<file path="src/hw/hbs_consts.svh">
// What this block does
// - standby pin low enters standby, high returns to normal operation
// - standby holds logic in reset, angle back to 45 deg, step mode initial
// - forward: charge HL+LR, slow both lows, fast HR+LL
// - reverse: charge HR+LL, slow both lows, fast HL+LR
// - phases change automatically to keep winding current constant
// - dead interval inserted on every complementary leg change
// - chop period derived from resistor-set oscillator, 1266 kHz gives 79 kHz
// - each chop cycle runs charge, then slow decay unless the fast tail covers the rest (always with select 3), then fast decay
// - default fast decay is six oscillator periods, 37.5 percent ratio
//
// constants for the h-bridge phase switch controller
// assumes a 100 MHz mclk_in
`ifndef HBS_CONSTS_SVH
`define HBS_CONSTS_SVH
`define HBS_CLK_MHZ 100
`define HBS_DEAD_NS 200
`define HBS_DEAD_CYC ((`HBS_DEAD_NS * `HBS_CLK_MHZ + 999) / 1000)
`define HBS_CHOP_OSC_PER 16
`define HBS_FAST_OSC_DEF 6
`define HBS_FAST_OSC_75 12
`define HBS_FAST_OSC_50 8
`define HBS_FAST_OSC_ONLY 16
`define HBS_ANGLE_INIT 8'h20
`define HBS_STEP_INIT 3'h0
`endif

</file>
<file path="src/hw/hbs_pkg.sv">
// types for the h-bridge phase switch controller
// assumes nothing beyond hbs_consts.svh
`default_nettype none
package hbs_pkg;
   typedef enum logic [1:0] {HBS_CHARGE, HBS_SLOW, HBS_FAST} hbs_phase_e;
endpackage : hbs_pkg
`default_nettype wire

</file>
<file path="src/hw/hbs_bridge_ctrl.sv">
// phase sequencing, chop pacing and dead time for one h bridge
// assumes synchronous inputs; osc tick is one mclk pulse per oscillator period
`include "hbs_consts.svh"
`default_nettype none
module hbs_bridge_ctrl #(
   parameter int DEAD_CYC = `HBS_DEAD_CYC,
   parameter int CHOP_PER = `HBS_CHOP_OSC_PER
) (
   input wire logic mclk_in, // 100 MHz clock
   input wire logic rst_in, // sync reset, active high
   input wire logic standby_n_pin_in, // low selects standby
   input wire logic chop_oscillator_in, // one-cycle tick per oscillator period
   input wire logic dir_reverse_in, // current direction
   input wire logic current_reached_in, // winding current at target
   input wire logic decay_ratio_sel_lo_in, // decay ratio select low bit
   input wire logic decay_ratio_sel_hi_in, // decay ratio select high bit
   input wire logic angle_step_in, // advance electrical angle
   input wire logic [2:0] step_mode_in, // step resolution to load
   input wire logic step_mode_load_in, // load step resolution
   output logic high_side_left_out, // left high switch on
   output logic high_side_right_out, // right high switch on
   output logic low_side_left_out, // left low switch on
   output logic low_side_right_out, // right low switch on
   output logic [1:0] phase_out, // current phase
   output logic [7:0] angle_out, // electrical angle index
   output logic [2:0] step_mode_out // step resolution
);
   logic logic_rst;
   hbs_pkg::hbs_phase_e phase_r, phase_nxt;
   logic [4:0] chop_cnt_r, chop_cnt_nxt;
   logic [4:0] fast_len;
   logic [7:0] angle_r, angle_nxt;
   logic [2:0] step_r, step_nxt;
   logic [3:0] want, sw_r;

   assign logic_rst = rst_in | ~standby_n_pin_in;

   always_comb
   begin
      unique case ({decay_ratio_sel_hi_in, decay_ratio_sel_lo_in})
         2'h0: fast_len = 5'(`HBS_FAST_OSC_DEF);
         2'h1: fast_len = 5'(`HBS_FAST_OSC_75);
         2'h2: fast_len = 5'(`HBS_FAST_OSC_50);
         default: fast_len = 5'(`HBS_FAST_OSC_ONLY);
      endcase
   end

   // chop cycle: charge until target, slow unless the fast tail covers the rest, then fast for the tail
   always_comb
   begin
      phase_nxt = phase_r;
      chop_cnt_nxt = chop_cnt_r;
      if (chop_oscillator_in)
      begin
         chop_cnt_nxt = (chop_cnt_r == 5'(CHOP_PER - 1)) ? 5'h00 : chop_cnt_r + 5'h01;
         unique case (phase_r)
            hbs_pkg::HBS_CHARGE:
            begin
               if (current_reached_in)
                  phase_nxt = (fast_len >= 5'(CHOP_PER) - chop_cnt_r) ?
                     hbs_pkg::HBS_FAST : hbs_pkg::HBS_SLOW;
               else if (chop_cnt_r == 5'(CHOP_PER - 1))
                  chop_cnt_nxt = chop_cnt_r; // charge extends past one cycle
            end
            hbs_pkg::HBS_SLOW:
               if (chop_cnt_r + 5'h01 + fast_len >= 5'(CHOP_PER))
                  phase_nxt = hbs_pkg::HBS_FAST;
            hbs_pkg::HBS_FAST:
               if (chop_cnt_r == 5'(CHOP_PER - 1))
                  phase_nxt = hbs_pkg::HBS_CHARGE;
         endcase
      end
   end

   // target switches {hl, hr, ll, lr}
   always_comb
   begin
      unique case (phase_r)
         hbs_pkg::HBS_CHARGE: want = dir_reverse_in ? 4'h6 : 4'h9;
         hbs_pkg::HBS_SLOW: want = 4'h3;
         default: want = dir_reverse_in ? 4'h9 : 4'h6;
      endcase
   end

   // one leg per pass: 0 = left (hl, ll), 1 = right (hr, lr)
   for (genvar leg = 0; leg < 2; leg++)
   begin : g_leg
      logic want_hi;
      logic want_lo;
      logic hi_r, hi_nxt;
      logic lo_r, lo_nxt;
      logic [7:0] dead_cnt_r, dead_cnt_nxt;

      assign want_hi = want[3 - leg];
      assign want_lo = want[1 - leg];

      // off first, wait out the dead count, then apply the target
      always_comb
      begin
         hi_nxt = hi_r;
         lo_nxt = lo_r;
         dead_cnt_nxt = dead_cnt_r;
         if (dead_cnt_r != 8'h00)
            dead_cnt_nxt = dead_cnt_r - 8'h01;
         else if ({want_hi, want_lo} != {hi_r, lo_r})
         begin
            if (hi_r | lo_r)
            begin
               hi_nxt = 1'b0;
               lo_nxt = 1'b0;
               dead_cnt_nxt = 8'(DEAD_CYC - 1);
            end
            else
            begin
               hi_nxt = want_hi;
               lo_nxt = want_lo;
            end
         end
      end

      always_ff @(posedge mclk_in)
      begin
         if (logic_rst)
         begin
            hi_r <= 1'b0;
            lo_r <= 1'b0;
            dead_cnt_r <= 8'h00;
         end
         else
         begin
            hi_r <= hi_nxt;
            lo_r <= lo_nxt;
            dead_cnt_r <= dead_cnt_nxt;
         end
      end

      assign sw_r[3 - leg] = hi_r;
      assign sw_r[1 - leg] = lo_r;
   end

   always_comb
   begin
      angle_nxt = angle_step_in ? angle_r + 8'h01 : angle_r;
      step_nxt = step_mode_load_in ? step_mode_in : step_r;
   end

   // chop sequencer state
   always_ff @(posedge mclk_in)
   begin
      if (logic_rst)
      begin
         phase_r <= hbs_pkg::HBS_CHARGE;
         chop_cnt_r <= 5'h00;
      end
      else
      begin
         phase_r <= phase_nxt;
         chop_cnt_r <= chop_cnt_nxt;
      end
   end

   // angle and step resolution state
   always_ff @(posedge mclk_in)
   begin
      if (logic_rst)
      begin
         angle_r <= `HBS_ANGLE_INIT;
         step_r <= `HBS_STEP_INIT;
      end
      else
      begin
         angle_r <= angle_nxt;
         step_r <= step_nxt;
      end
   end

   assign high_side_left_out = sw_r[3];
   assign high_side_right_out = sw_r[2];
   assign low_side_left_out = sw_r[1];
   assign low_side_right_out = sw_r[0];
   assign phase_out = phase_r;
   assign angle_out = angle_r;
   assign step_mode_out = step_r;
endmodule : hbs_bridge_ctrl
`default_nettype wire

</file>
<file path="config.mk">
export PLATFORM = sky130hd
export DESIGN_NAME = hbs_bridge_ctrl
export DESIGN_NICKNAME = d
export VERILOG_FILES = /design/src/hw/hbs_pkg.sv /design/src/hw/hbs_bridge_ctrl.sv
export VERILOG_INCLUDE_DIRS = /design/src /design/src/hw
export SDC_FILE = /design/constraint.sdc
export NUM_CORES = 1
export LEC_CHECK = 0
export BUFFER_PORTS_ARGS = -buffer_cell sky130_fd_sc_hd__buf_2
export CORE_ASPECT_RATIO = 1.25
export CORE_UTILIZATION = 53
export DETAILED_ROUTE_END_ITERATION = 12
export PLACE_DENSITY = 0.74
export SYNTH_ARGS = -nofsm -noshare
export SYNTH_HDL_FRONTEND = slang
export SYNTH_SLANG_ARGS = --single-unit
</file>
<file path="constraint.sdc">
create_clock -name mclk_in -period 2.44 [get_ports mclk_in]
set_input_delay 0.732 -clock mclk_in [delete_from_list [all_inputs] [get_ports mclk_in]]
set_output_delay 0.732 -clock mclk_in [all_outputs]
set_load 0.1 [all_outputs]
</file>
==> run metrics <==
core area 0.00388 mm^2; Avg Vias per Cell 5.35; worst setup margin 0.272 ns; Starting Density 56.6%; floorplan die area 0.00440 mm^2; Die Span Y 73.9 um; number of setup buffers added after CTS 0; highest net fanout along the worst path 7; M2 GR Usage 39.3%; initial antenna violation count 0; headroom to the max-slew limit 67.8%; hold path cells 1; clk_lat worst skew 0.29 ns; final-report max-slew violation count 0; number of buffers inserted by port buffering 29; Hold Path Origin g_leg[0].dead_cnt_r[6]; Overflow after GRT 0; CTS buffer count 5; DRC violation total after the first TritonRoute iteration 88; worst min-delay path class flop to flop; FF-to-FF path depth 8; clock transition at the registers of the reported paths 0.08 ns; quantity of gates resized following cts 0; category of the worst setup path launch point flop; Max Root-Sink Buffers 2; clk sink count 38; Max-cap violations 0; number of filler cells placed in the layout 374; standard cell with the maximum stage delay on the critical path dfxtp_1; Peak Freq 461 MHz; internal reg-to-reg setup slack 0.27 ns; asr flop ratio synth 0%; count of nets left with antenna violations after detail routing 0; GR met3 Demand/Resource 6.78%; result of the run finished, final reports clean; first-pass GRT wire length 6820 um; critical path capture point type flop; iteration count of the initial detailed-routing pass 4; dominant cells by area after synthesis dfxtp_1, ha_1, nor2_1, xnor2_1, xor2_1; pin count of the biggest net entering global routing 25; CP cell instances ha_1 > nand3_1 > inv_1 > ha_1 > xor2_1 > o41ai_1 > o21ai_0 > a21oi_1; longest individual stage delay on the worst path 0.45 ns; portion of the post-synthesis area used by sequential elements 34.7%; final routed wirelength across all metal layers 4090 um; register area 763 um^2; post-synthesis average cell area 8.38 um^2; aggregate negative setup slack 0 ns; fraction of final layout cells with drive strength greater than 1 16.2%; post-route fraction of the period consumed by the critical path 88.9%; global placer's final weighted congestion 0.761; met1 Usage GRT 20.8%; worst clock skew 0.00727 ns; final critical-path required period 2.17 ns; worst-case setup slack after placement 0.0636 ns; start-to-end type of the worst setup path flop to flop; count of different cell masters after synthesis 42; Site Rows 25; setup repair after global routing missed its margin no; ys flop type dfxtp_1; number of DRC violations after detailed routing 0; Top Usage Layer GRT met2; number of enable flip-flop cells after synthesis 0; number of failing hold endpoints at the final stage 0; Worst Hold End g_leg[0].dead_cnt_r[6]; hold buffer count at cts 0; Yosys top cell by area dfxtp_1; flops & latches, synth 38; endpoint arrival time on the critical path 2.38 ns; required time of the critical path 2.66 ns; slew at the pin closest to its max-slew limit 0.486 ns; Post-Syn Area 0.00219 mm^2; proportion of netlist area held by the largest area contributor 34.7%; Die X 59.6 um; worst supply voltage drop on vdd 0.000542 V; count of yosys warnings during synthesis 0; most numerous cell on the critical path ha_1; number of global-route vias before repair 1,662; clock root buffer master clkbuf_8; reg-to-reg critical path startpoint chop_cnt_r[0]; H-tree Lvls 2; vias post-DR 1,871; Leakage 1.08 nW; Critical R2R Capture phase_out[1]; n_diodes 0; total power per unit cell area 1130 mW/mm^2; cell count after synthesis 262; Final #Nets 329; detailed placement HPWL 3130 um; Mapped Nets 296; TritonCTS clock tree done; Total GRT Usage 20.6%; setup violation total in the final timing report 0; footprint of the multi-input gates 0.00133 mm^2; area growth from synthesis to final layout 15.3%; Wirelength per Cell 11.7 um; I/O pin cnt 30
==> worst max path at each step <==
stage / from / to / slack [ns]
finish: chop_cnt_r[0] / phase_out[1] / 0.27
CTS: chop_cnt_r[0] / phase_out[1] / 0.28
global placement: decay_ratio_sel_lo_in / phase_out[1] / 0.12
floorplan: phase_out[0] / g_leg[0].dead_cnt_r[1] / 0.24
detailed placement: decay_ratio_sel_lo_in / phase_out[1] / 0.06
global route: chop_cnt_r[0] / phase_out[0] / 0.06
==> routing by layer <==
metal	vias to the layer above	share of wire (%)
met3	5	2.2
li1	986	-
met1	869	43
met4	0	1.1
met2	11	54
met5	-	0
==> per-stage QoR <==
| stage | util [%] | total power (W) | instances | hold slack [ns] | cell area, um^2 |
|---|---|---|---|---|---|
| final | 65.2 | 0.00286 | 350 | 0.488 | 2530 |
| after global routing | 65.2 | 0.00309 | 350 | 0.512 | 2530 |
| after CTS | 65.2 | 0.00288 | 350 | 0.488 | 2530 |
| after detailed placement | 62.4 | 0.00236 | 342 | 0.473 | 2420 |
| after global placement | 62.4 | 0.00234 | 342 | 0.460 | 2420 |
| after floorplan | - | 0.00202 | 262 | 0.440 | 2200 |
==> cells in the final DEF (no fill, tap or decap), drive strengths merged, types with 2 or more instances in the layout <==
| master | instances |
|---|---|
| a211oi | 5 |
| a21oi | 18 |
| a221oi | 3 |
| a22oi | 2 |
| a31oi | 2 |
| buf | 35 |
| clkbuf | 5 |
| clkinv | 2 |
| dfxtp | 38 |
| ha | 21 |
| inv | 18 |
| mux2i | 5 |
| nand2 | 13 |
| nand2b | 5 |
| nand3 | 9 |
| nand4 | 3 |
| nor2 | 31 |
| nor2b | 5 |
| nor3 | 8 |
| nor3b | 2 |
| nor4 | 2 |
| o211ai | 3 |
| o21ai | 15 |
| o31ai | 2 |
| or3 | 3 |
| or4 | 3 |
| xnor2 | 11 |
| xor2 | 11 |
==> cell type report <==
| class | instances | share of cell area, % |
|---|---|---|
| flip-flops and latches | 38 | 30.2 |
| well taps | 54 | 2.67 |
| clock inverters | 3 | 1.58 |
| clock buffers | 5 | 2.72 |
| inverters | 18 | 2.67 |
| repair buffers | 35 | 7.52 |
| multi-input cells | 197 | 52.7 |
==> power breakdown <==
group | switching (W) | total (W) | internal, W | leakage (nW)
clock network | 0.000210 | 0.000511 | 0.000301 | 0.0579
registers | 0.000137 | 0.000890 | 0.000753 | 0.310
logic | 0.000820 | 0.00146 | 0.000637 | 0.715
total | 0.00117 | 0.00286 | 0.00169 | 1.08
==> kinds of logic after synthesis <==
family / synth area share (%)
xor gates and xnor gates: 8.78
muxes: 2.28
adders and majority gates: 12.4
buffers and inverters: 4.62
and+or+nand+nor: 20.6
AOI/OAI and AO/OA: 16.6
DFF: 34.7
==> state kept, by name, indices dropped and copies added, names as in the netlist <==
name	flops
step_mode_out	3
angle_out	8
high_side_right_out	1
low_side_right_out	1
low_side_left_out	1
high_side_left_out	1
g_leg.dead_cnt_r	16
chop_cnt_r	5
phase_out	2
==> synthesized netlist by cell type (2+ instances only) <==
cell type / n
inv_1: 18
a21oi_1: 18
o21ai_0: 15
or3_1: 3
nand4_1: 3
xnor2_1: 11
nor3b_1: 2
mux2i_1: 5
a22oi_1: 2
o31ai_1: 2
nor2_1: 31
or4_1: 2
a31oi_1: 2
clkbuf_1: 9
nor3_1: 8
a221oi_1: 3
ha_1: 21
a211oi_1: 5
o211ai_1: 3
nand2_1: 13
nand3_1: 9
xor2_1: 11
nor4_1: 2
nand2b_1: 5
dfxtp_1: 38
nor2b_1: 5
==> worst max-delay path: cells and delay by family (launching register included) <==
family / cells / cell delay, ns
simple gates: 1 / 0.12
compound gates: 3 / 0.74
xor+xnor: 1 / 0.20
fa+ha+maj: 2 / 0.50
buf+inv: 1 / 0.08
flops: 1 / 0.45
(Power assumes the default switching activity.)
